### config.mk
export PLATFORM = sky130hd
export DESIGN_NAME = pbd_port_b
export DESIGN_NICKNAME = d
export VERILOG_FILES = /design/src/pbd_pkg.sv /design/src/pbd_port_b.sv
export SDC_FILE = /design/constraint.sdc
export NUM_CORES = 1
export LEC_CHECK = 0
export BUFFER_PORTS_ARGS = -buffer_cell sky130_fd_sc_hd__buf_2
export CELL_PAD_IN_SITES_DETAIL_PLACEMENT = 0
export CELL_PAD_IN_SITES_GLOBAL_PLACEMENT = 1
export CORE_UTILIZATION = 32
export CTS_CLUSTER_SIZE = 16
export DETAILED_ROUTE_END_ITERATION = 6
export PLACE_DENSITY = 0.83
export SYNTH_ARGS = -nofsm -noshare
export SYNTH_HDL_FRONTEND = slang
export SYNTH_SLANG_ARGS = --single-unit
### constraint.sdc
create_clock -name clk -period 3.8 [get_ports clk]
set_clock_uncertainty 0.2 [all_clocks]
set_input_delay 0.57 -clock clk [delete_from_list [all_inputs] [get_ports clk]]
set_output_delay 0.57 -clock clk [all_outputs]
set_load 0.02 [all_outputs]
### src/pbd_pkg.sv
// Package for the port B pin data block: register map, reset value, pin function codes and carriers.
// Assumes a 32-bit Avalon-MM slave port with byte enables on the system clock.
package pbd_pkg;

  localparam int PBD_ADDR_W = 28;
  localparam int PBD_DATA_W = 32;
  localparam int PBD_PINS = 16;

  // Printed address of the port B pin data register, a halfword in the upper half of its word.
  localparam logic [27:0] PBD_DATA_ADDR = 28'h5ffffc2;
  localparam logic [27:0] PBD_WORD_ADDR = 28'h5ffffc0;
  localparam int PBD_DATA_LSB = 16;
  localparam logic [15:0] PBD_DATA_RST = 16'h0000;
  localparam logic [31:0] PBD_UNMAPPED_RD = 32'h00000000;

  // Per-pin function codes as driven by the pin function selector.
  localparam logic [1:0] PBD_FN_GPIO = 2'h0;
  localparam logic [1:0] PBD_FN_RSVD = 2'h1;
  localparam logic [1:0] PBD_FN_ALT = 2'h2;
  localparam logic [1:0] PBD_FN_PATTERN = 2'h3;

  typedef struct packed {
    logic [27:0] address;
    logic read;
    logic write;
    logic [3:0] byteenable;
    logic [31:0] writedata;
  } pbd_req_t;

  typedef struct packed {
    logic [15:0] out;
    logic [15:0] oe;
  } pbd_pins_t;

  typedef enum logic [0:0] {
    PBD_IDLE,
    PBD_DONE
  } pbd_state_t;

endpackage

### src/pbd_port_b.sv
// Port B pin data register with its pin drive, as an Avalon-MM slave.
// Assumes direction, function and pattern-enable settings arrive from their own blocks, synchronous to clk.
// Notes on behaviour
// - Sixteen-bit data register, bit n serves pin n.
// - Ordinary output pins drive the stored bit.
// - Output-direction reads return the stored bit.
// - Input-direction reads return the sampled pin level.
// - Input or alternate writes store, pins unaffected.
// - Enabled pattern-output pins ignore data writes.
// - Fixed address, byte, halfword, word access.
// - Power-on reset clears the register to zero.
// - Other resets and low-power modes keep contents.
// - Pin function comes from the external selector.
`timescale 1ns/10ps
module pbd_port_b
  import pbd_pkg::*;
(
  input wire logic clk,
  input wire logic rst_n,
  input wire logic clk_en,
  input wire logic [27:0] avs_address,
  input wire logic avs_read,
  input wire logic avs_write,
  input wire logic [3:0] avs_byteenable,
  input wire logic [31:0] avs_writedata,
  output logic [31:0] avs_readdata,
  output logic avs_waitrequest,
  input wire logic [15:0] direction_select_bits,
  input wire logic [31:0] pin_function_selector,
  input wire logic [15:0] next_pattern_enable_reg,
  input wire logic [15:0] pin_in,
  output logic [15:0] pin_out,
  output logic [15:0] pin_oe
);

  pbd_req_t req;
  pbd_state_t state_q, state_d;
  logic [15:0] data_q, data_d;
  logic [31:0] rdata_q, rdata_d;
  logic wait_q, wait_d;
  pbd_pins_t pins_q, pins_d;
  logic [15:0] gpio_pin;
  logic [15:0] locked;
  logic [15:0] lane_mask;
  logic hit;

  assign req = '{address: avs_address, read: avs_read, write: avs_write,
                 byteenable: avs_byteenable, writedata: avs_writedata};

  // Function code of one pin from the packed selector word.
  function automatic logic [1:0] pin_fn(input logic [31:0] sel, input int idx);
    pin_fn = sel[2 * idx +: 2];
  endfunction

  always_comb begin
    for (int i = 0; i < PBD_PINS; i++) begin
      // The data register only drives pins set to general I/O.
      gpio_pin[i] = (pin_fn(pin_function_selector, i) == PBD_FN_GPIO);
      locked[i] = (pin_fn(pin_function_selector, i) == PBD_FN_PATTERN) && next_pattern_enable_reg[i];
    end
  end

  // Halfword or word accesses to the containing word both reach the register.
  assign hit = (req.address[27:2] == PBD_WORD_ADDR[27:2]);
  // Upper byte lanes of the word carry the halfword at its printed address.
  assign lane_mask = {{8{req.byteenable[3]}}, {8{req.byteenable[2]}}};

  // A transfer is answered one cycle after it is seen, which gives read data a clean register stage.
  always_comb begin
    state_d = state_q;
    data_d = data_q;
    rdata_d = rdata_q;
    wait_d = 1'b1;
    case (state_q)
      PBD_IDLE: begin
        if (req.read || req.write) begin
          state_d = PBD_DONE;
          wait_d = 1'b0;
          rdata_d = PBD_UNMAPPED_RD;
          if (hit && req.write) begin
            // Stored regardless of direction; locked pattern bits are left alone.
            data_d = (data_q & ~(lane_mask & ~locked)) |
                     (req.writedata[31:16] & lane_mask & ~locked);
          end else if (hit) begin
            for (int i = 0; i < PBD_PINS; i++) begin
              // Output direction shows the register, input shows the pin.
              rdata_d[PBD_DATA_LSB + i] = direction_select_bits[i] ? data_q[i] : pin_in[i];
            end
          end
        end
      end
      PBD_DONE: begin
        state_d = PBD_IDLE;
      end
      default: begin
        state_d = PBD_IDLE;
      end
    endcase
  end

  always_comb begin
    for (int i = 0; i < PBD_PINS; i++) begin
      // Only ordinary outputs are driven from the register; other pins belong to their own function.
      pins_d.oe[i] = direction_select_bits[i] && gpio_pin[i];
      pins_d.out[i] = pins_d.oe[i] ? data_q[i] : 1'b0;
    end
  end

  // Only rst_n clears the register; a low clk_en, which stands in for the low-power modes, only holds it.
  always_ff @(posedge clk) begin
    if (!rst_n) begin
      state_q <= PBD_IDLE;
      data_q <= PBD_DATA_RST;
      rdata_q <= PBD_UNMAPPED_RD;
      wait_q <= 1'b1;
      pins_q <= '0;
    end else if (clk_en) begin
      state_q <= state_d;
      data_q <= data_d;
      rdata_q <= rdata_d;
      wait_q <= wait_d;
      pins_q <= pins_d;
    end
  end

  assign avs_readdata = rdata_q;
  assign avs_waitrequest = wait_q;
  assign pin_out = pins_q.out;
  assign pin_oe = pins_q.oe;

  a_reset_clears: assert property (@(posedge clk) !rst_n |=> data_q == PBD_DATA_RST)
    else $error("data register not cleared by reset");

  a_locked_hold: assert property (@(posedge clk) disable iff (!rst_n)
    (clk_en && state_q == PBD_IDLE && req.write && hit) |=> ((data_q & $past(locked)) == ($past(data_q) & $past(locked))))
    else $error("pattern-locked data bit changed on write");

  a_lane_keep: assert property (@(posedge clk) disable iff (!rst_n)
    (clk_en && state_q == PBD_IDLE && req.write && hit && !req.byteenable[3]) |=> data_q[15:8] == $past(data_q[15:8]))
    else $error("unselected byte lane changed");

  a_write_store: assert property (@(posedge clk) disable iff (!rst_n)
    (clk_en && state_q == PBD_IDLE && req.write && hit && req.byteenable[2] && locked[7:0] == 8'h00)
    |=> data_q[7:0] == $past(req.writedata[23:16]))
    else $error("write data not stored");

  a_drive_out: assert property (@(posedge clk) disable iff (!rst_n)
    (clk_en && direction_select_bits[0] && gpio_pin[0]) |=> (pin_oe[0] && pin_out[0] == $past(data_q[0])))
    else $error("ordinary output pin not driven from register");

  a_alt_undriven: assert property (@(posedge clk) disable iff (!rst_n)
    (clk_en && !gpio_pin[1]) |=> !pin_oe[1])
    else $error("alternate function pin driven from register");

  a_read_out: assert property (@(posedge clk) disable iff (!rst_n)
    (clk_en && state_q == PBD_IDLE && req.read && !req.write && hit && direction_select_bits[2])
    |=> avs_readdata[18] == $past(data_q[2]))
    else $error("output-direction read not from register");

  a_read_in: assert property (@(posedge clk) disable iff (!rst_n)
    (clk_en && state_q == PBD_IDLE && req.read && !req.write && hit && !direction_select_bits[3])
    |=> avs_readdata[19] == $past(pin_in[3]))
    else $error("input-direction read not from pin");

  a_answer_time: assert property (@(posedge clk) disable iff (!rst_n)
    (clk_en && state_q == PBD_IDLE && (req.read || req.write)) |=> !avs_waitrequest ##1 avs_waitrequest)
    else $error("transfer not answered in one cycle");

  // Bus answer and read data: one answer cycle per request, and read data stands between answers.
  // The unmapped path answers like a hit, so software probing the map never hangs.
  a_reset_outputs: assert property (@(posedge clk)
    !rst_n
    |=> (avs_waitrequest && avs_readdata == PBD_UNMAPPED_RD && pin_oe == 16'h0000 && pin_out == 16'h0000))
    else $error("outputs not at rest after reset");

  a_reset_idle: assert property (@(posedge clk)
    !rst_n
    |=> state_q == PBD_IDLE)
    else $error("bus state not idle after reset");

  a_take_state: assert property (@(posedge clk) disable iff (!rst_n)
    (clk_en && state_q == PBD_IDLE && (req.read || req.write))
    |=> state_q == PBD_DONE)
    else $error("request not taken from idle");

  a_answer_once: assert property (@(posedge clk) disable iff (!rst_n)
    (clk_en && !avs_waitrequest)
    |=> avs_waitrequest)
    else $error("waitrequest low for more than one cycle");

  a_idle_wait: assert property (@(posedge clk) disable iff (!rst_n)
    (clk_en && state_q == PBD_IDLE && !req.read && !req.write)
    |=> avs_waitrequest)
    else $error("answer given without a request");

  a_miss_read: assert property (@(posedge clk) disable iff (!rst_n)
    (clk_en && state_q == PBD_IDLE && req.read && !req.write && !hit)
    |=> avs_readdata == PBD_UNMAPPED_RD)
    else $error("unmapped read returned data");

  a_miss_write: assert property (@(posedge clk) disable iff (!rst_n)
    (clk_en && state_q == PBD_IDLE && req.write && !hit)
    |=> $stable(data_q))
    else $error("unmapped write changed the register");

  a_read_word: assert property (@(posedge clk) disable iff (!rst_n)
    (clk_en && state_q == PBD_IDLE && req.read && !req.write && hit)
    |=> avs_readdata[31:16] == $past((direction_select_bits & data_q) | (~direction_select_bits & pin_in)))
    else $error("read word not per-pin register or pin level");

  a_read_lowzero: assert property (@(posedge clk) disable iff (!rst_n)
    (clk_en && state_q == PBD_IDLE && req.read && !req.write && hit)
    |=> avs_readdata[15:0] == 16'h0000)
    else $error("lower half of read word not zero");

  a_readdata_stand: assert property (@(posedge clk) disable iff (!rst_n)
    (clk_en && !(state_q == PBD_IDLE && (req.read || req.write)))
    |=> $stable(avs_readdata))
    else $error("read data moved between answers");

  // Register contents: lane writes, pattern bits without an enable, and every path that must leave the value alone.
  a_word_store: assert property (@(posedge clk) disable iff (!rst_n)
    (clk_en && state_q == PBD_IDLE && req.write && hit && req.byteenable[3:2] == 2'h3 && locked == 16'h0000)
    |=> data_q == $past(req.writedata[31:16]))
    else $error("halfword write not stored");

  a_upper_store: assert property (@(posedge clk) disable iff (!rst_n)
    (clk_en && state_q == PBD_IDLE && req.write && hit && req.byteenable[3] && locked[15:8] == 8'h00)
    |=> data_q[15:8] == $past(req.writedata[31:24]))
    else $error("upper lane write not stored");

  a_lower_keep: assert property (@(posedge clk) disable iff (!rst_n)
    (clk_en && state_q == PBD_IDLE && req.write && hit && !req.byteenable[2])
    |=> data_q[7:0] == $past(data_q[7:0]))
    else $error("unselected lower lane changed");

  a_alt_store: assert property (@(posedge clk) disable iff (!rst_n)
    (clk_en && state_q == PBD_IDLE && req.write && hit && req.byteenable[2]
     && pin_function_selector[1:0] == PBD_FN_ALT)
    |=> data_q[0] == $past(req.writedata[16]))
    else $error("write to alternate function pin not stored");

  a_input_store: assert property (@(posedge clk) disable iff (!rst_n)
    (clk_en && state_q == PBD_IDLE && req.write && hit && req.byteenable[2]
     && !direction_select_bits[1] && !locked[1])
    |=> data_q[1] == $past(req.writedata[17]))
    else $error("write to input pin not stored");

  a_pattern_store: assert property (@(posedge clk) disable iff (!rst_n)
    (clk_en && state_q == PBD_IDLE && req.write && hit && req.byteenable[3]
     && pin_function_selector[19:18] == PBD_FN_PATTERN && !next_pattern_enable_reg[9])
    |=> data_q[9] == $past(req.writedata[25]))
    else $error("write to pattern pin without enable not stored");

  a_no_write_hold: assert property (@(posedge clk) disable iff (!rst_n)
    (clk_en && !(state_q == PBD_IDLE && req.write && hit))
    |=> $stable(data_q))
    else $error("register changed without a write");

  // Pin drive: only general I/O outputs are driven, one cycle behind the register and the direction.
  a_oe_map: assert property (@(posedge clk) disable iff (!rst_n)
    clk_en
    |=> pin_oe == $past(direction_select_bits & gpio_pin))
    else $error("pin enables not from direction and function");

  a_out_map: assert property (@(posedge clk) disable iff (!rst_n)
    clk_en
    |=> pin_out == $past(data_q & direction_select_bits & gpio_pin))
    else $error("pin levels not from register");

  a_input_undriven: assert property (@(posedge clk) disable iff (!rst_n)
    (clk_en && !direction_select_bits[4])
    |=> !pin_oe[4])
    else $error("input pin driven from register");

  a_pattern_undriven: assert property (@(posedge clk) disable iff (!rst_n)
    (clk_en && pin_function_selector[31:30] == PBD_FN_PATTERN)
    |=> !pin_oe[15])
    else $error("pattern function pin driven from register");

  a_reserved_undriven: assert property (@(posedge clk) disable iff (!rst_n)
    (clk_en && pin_function_selector[11:10] == PBD_FN_RSVD)
    |=> !pin_oe[5])
    else $error("reserved function pin driven from register");

  a_locked_undriven: assert property (@(posedge clk) disable iff (!rst_n)
    (clk_en && locked[7])
    |=> !pin_oe[7])
    else $error("locked pattern pin driven from register");

  // A low clock enable stands in for a stopped clock in the low-power modes, so nothing may move.
  a_frozen_data: assert property (@(posedge clk) disable iff (!rst_n)
    !clk_en
    |=> $stable(data_q))
    else $error("register moved while clock enable low");

  a_frozen_pins: assert property (@(posedge clk) disable iff (!rst_n)
    !clk_en
    |=> ($stable(pin_out) && $stable(pin_oe)))
    else $error("pins moved while clock enable low");

  a_frozen_bus: assert property (@(posedge clk) disable iff (!rst_n)
    !clk_en
    |=> ($stable(avs_waitrequest) && $stable(avs_readdata) && $stable(state_q)))
    else $error("bus answer moved while clock enable low");

endmodule

After elaboration in Yosys (flattened, before gate mapping)
Cells that the tools add are included.

Magnitude comparators: 0. Equality and inequality tests: 17. Reduce and logical (&&, ||, !) cells: 52. Multiply operators: 0. Muxes and demuxes: 38. Shift-type cells: 0. Divide/modulo/power cells: 0. Bitwise operators: 8. Add/sub/neg operators: 0.

Operator list (count): $and A16 B16 Y16 (4); $mux W1 (35); $logic_and A1 B1 Y1 (33); $eq A2 B2 Y1 const B (16); $logic_not A2 Y1 (16); $mux W16 (2); $not A16 Y16 (2); $eq A26 B25 Y1 const B (1); $or A16 B16 Y16 (1); $reduce_and A4 Y1 (1); $reduce_and A3 Y1 (1); $pmux W1 S2 (1); $logic_or A1 B1 Y1 (1); $not A1 Y1 (1).

Register bits: 66. Bits in writable memories: 0. Bits in latches: 0. ROM bits: 0. Memories: 0. Input bits: 149. Logic and storage cells: 121.

Logic depth before layout (Yosys ltp)
Depth in word-level cells: 7. Depth in mapped cells: 7. Depth with buffers taken out: 4.

Worst setup path before layout
OpenSTA, ideal clock, no wires.

Kind: input -> register. Start point: input avs_address[5]. End point: register rdata_q[16], in the netlist avs_readdata[16]. Required time: 3.532 ns. Library setup time: 0.068 ns. Arrival time: 1.933 ns. Stages on the path: 5. Path buffers: 1. Slack: 1.599 ns. Cells stage by stage: or4b_4 -> nor4_4 -> nand3_4 -> buf_6 -> o2bb2ai_2.

Word-level cells in the longest chain between the ends: 3. Elaborated cells on any way between the ends: 4. Those cells by class: 1 x eq/ne; 2 x mux; 1 x reduce/logical.

Ends and longest elaborated chain: start, declared (line pbd_port_b.sv:21) `input wire logic [27:0] avs_address,`; $eq A26 B25 Y1 (*) (line pbd_port_b.sv:64) `assign hit = (req.address[27:2] == PBD_WORD_ADDR[27:2]);`; $mux W16 or $logic_and A1 B1 Y1 (tied branches) (line pbd_port_b.sv:84, pbd_port_b.sv:80); $mux W16 (*) (line pbd_port_b.sv:80) `if (hit && req.write) begin`; end signal, assigned (line pbd_port_b.sv:120) `rdata_q <= rdata_d;`; end, declared (line pbd_port_b.sv:39) `logic [31:0] rdata_q, rdata_d;`.

Every way passes the cells marked *; elsewhere a longest branch is shown, timed or not. A chain may end at the register's enable or synchronous reset.

Worst setup path in the final report
Start point: input avs_address[5]. End point: register rdata_q[24], in the netlist avs_readdata[24].

Same word-level chain as after synthesis.

==> reports/summary.txt <==
Yosys reg bits: 66
Layout fillers: 1006
leakage power: 2.07 nW
Total Wirelength: 8.66 mm
Fin Setup TNS: 0 ns
Max clock buf depth: 2
sequential share of the synthesized area: 0.407
worst reg2reg setup slack: 2.06 ns
row cnt: 36
Critical Path AT: 2.12 ns
crit path from: avs_address[5]
Hold Buf Count CTS: 0
unrepaired setup endpoints after global routing: no
status: complete, no violations
Synth cell types: 31
design area: 4350 µm²
Initial Utilization: 0.330
first-pass GRT wire length: 13.1 mm
Power Total: 1.37 mW
CP cell instances: buf_2 > or4b_4 > nor4_4 > nand3_4 > o2bb2ai_1
area grow syn2layout: 34.1%
synthesized area: 3240 µm²
initial DRC count: 75
FF+latch area: 1320 µm²
largest net degree at the start of global routing: 46
Final ANT Viol Nets: 0
CTS tree: done
clk_lat worst skew: 0.33 ns
Fin. Hold Viols: 0
I/O pin total: 214
area fraction of the dominant cell type after synthesis: 0.407
CP max stage delay: 0.54 ns
Num CTS Buffers: 9
WHS Endpoint: avs_readdata[22]$_SDFFE_PN0P_
synth warn: 0
Max Cap Viol: 0
Main synth FF type: dfxtp_1
clk slew on worst S/H paths: 0.07 ns
Total Die Area: 10500 µm²
Reg2Reg Depth: 5
drt wl/cell: 13.3 µm
Placer Congestion: 0.743
critical path class: in2reg
Post-synth EDFFs: 0
CTS resizes: 0
hpwl dp: 6.62 mm
r2r endpoint: avs_readdata[24]$_SDFFE_PN0P_
Critical Path End Type: flip-flop
fmax: 0.484 GHz
number of global-route vias before repair: 2826
Post-CTS Setup Inserts: 0
Slew HR: 0.621
CTS Sinks: 66
ant diodes: 0
fin nets: 661
worst min path class: reg2reg
GR Util All Layers: 0.166
minimum clock period: 2.07 ns
drt pass-1 iters: 4
number of remaining DRC errors: 0
Mean Syn Cell Area: 9.68 µm²
post-synth top area cell: dfxtp_1
Crit path required time: 3.85 ns
Multi-input gate area: 1770 µm²
Synth area leaders: dfxtp_1 (41%), mux2i_1 (15%), nand3_1 (7.4%), o2bb2ai_2 (4.6%), nand2_1 (3.8%)
Critical Path Start Type: primary input
Critical Path Slowest Stage Cell: or4b_4
CTS Root Cell: clkbuf_8
Final period util: 0.544
Cell Pwr Density: 315 nW/µm²
HP Start: avs_readdata[22]$_SDFFE_PN0P_
Cell Area, Placed: 4200 µm²
share of layout cells above drive strength 1: 0.419
vias: 2968
Fin Hold WS: 0.260 ns
Tightest Pin Transition: 0.564 ns
Buffers on Ports: 177
Die X: 103 µm
# setup viols final: 0
Crit Path Max Fanout: 15
antenna violations before repair: 0
global route overflow: 0
Core Region: 9820 µm²
Slew Viols, Final: 0
reg-to-reg startpoint: state_q$_SDFFE_PN0P_
Worst Hold Depth: 1
Post-Synthesis Cells: 335
asr flop ratio synth: 0
vias per cell: 4.57
DIE HEIGHT: 103 µm
H-tree depth: 3
worst-case vdd ir drop: 0.123 mV
registers in the layout, indices dropped and copies added, names as in the netlist:
name / flops
state_q: 1
avs_readdata: 16
pin_out: 16
pin_oe: 16
data_q: 16
avs_waitrequest: 1
synth_stat cells, drive strengths merged (2+ instances only):
library cell  instances
a21boi               17
buf                  22
clkbuf               11
dfxtp                66
mux2i                48
nand2                34
nand2b               17
nand3                49
nand4                 4
nand4b                3
nor2                  4
nor2b                18
nor3                  2
nor3b                16
nor4                  3
o21ai                 2
o2bb2ai              15
cell usage in the layout, fill, tap and decap left out, drive strengths merged:
cell type,count
a21boi,17
buf,184
clkbuf,11
clkinv,4
conb,16
dfxtp,66
mux2i,48
nand2,34
nand2b,17
nand3,49
nand4,4
nand4b,3
nand4bb,1
nor2,4
nor2b,18
nor3,2
nor3b,16
nor4,3
o21a,1
o21ai,2
o2bb2ai,15
or4b,1
how the worst max path moves through the flow:
stage,to,cells past startpoint,slack [ns]
2_1_floorplan,avs_readdata[16]$_SDFFE_PN0P_,5,1.60
3_3_place_gp,avs_readdata[24]$_SDFFE_PN0P_,5,1.38
3_5_place_dp,avs_readdata[31]$_SDFFE_PN0P_,5,1.35
4_1_cts,avs_readdata[24]$_SDFFE_PN0P_,5,1.70
5_1_grt,avs_readdata[25]$_SDFFE_PN0P_,5,1.64
6_report,avs_readdata[24]$_SDFFE_PN0P_,5,1.73
layout make-up:
class                   instances  area share
flip-flops and latches         66       0.304
well taps                     133      0.0383
repair buffers                184       0.216
clock buffers                  11      0.0302
clock inverters                 4     0.00460
multi-input cells             251       0.408
through the flow:
stage | std cells | setup WS, ns | util
2_1_floorplan | 350 | 1.60 | -
3_3_place_gp | 634 | 1.38 | 0.428
3_5_place_dp | 634 | 1.35 | 0.428
4_1_cts | 649 | 1.70 | 0.443
5_1_grt | 649 | 1.64 | 0.443
6_report | 649 | 1.73 | 0.443
cells by family after synthesis:
| kind of cell | share of synthesized area |
|---|---|
| compound gates | 0.105 |
| buf+inv | 0.0644 |
| flops | 0.407 |
| mux | 0.148 |
| other cells | 0.00116 |
| simple gates | 0.275 |
power by group:
group / internal (mW) / switching, mW
Clock: 0.229 / 0.261
Sequential: 0.697 / 0.00284
Combinational: 0.0862 / 0.0949
critical path, delay by kind of cell:
family | cells | cell delay [ns]
buffers and inverters | 1 | 0.10
AND/OR/NAND/NOR | 3 | 1.21
AO/OA/AOI/OAI | 1 | 0.24
metal layers:
metal | vias up | part of all wire | track usage | wire [µm]
li1 | 1508 | - | - | -
met5 | - | 0 | 0 | 0
met2 | 118 | 0.48 | 0.293 | 4160
met3 | 8 | 0.066 | 0.0434 | 569
met4 | 0 | 0.011 | 0.0527 | 91
met1 | 1334 | 0.44 | 0.195 | 3840
Note: power is estimated with default switching activity, not from simulation.
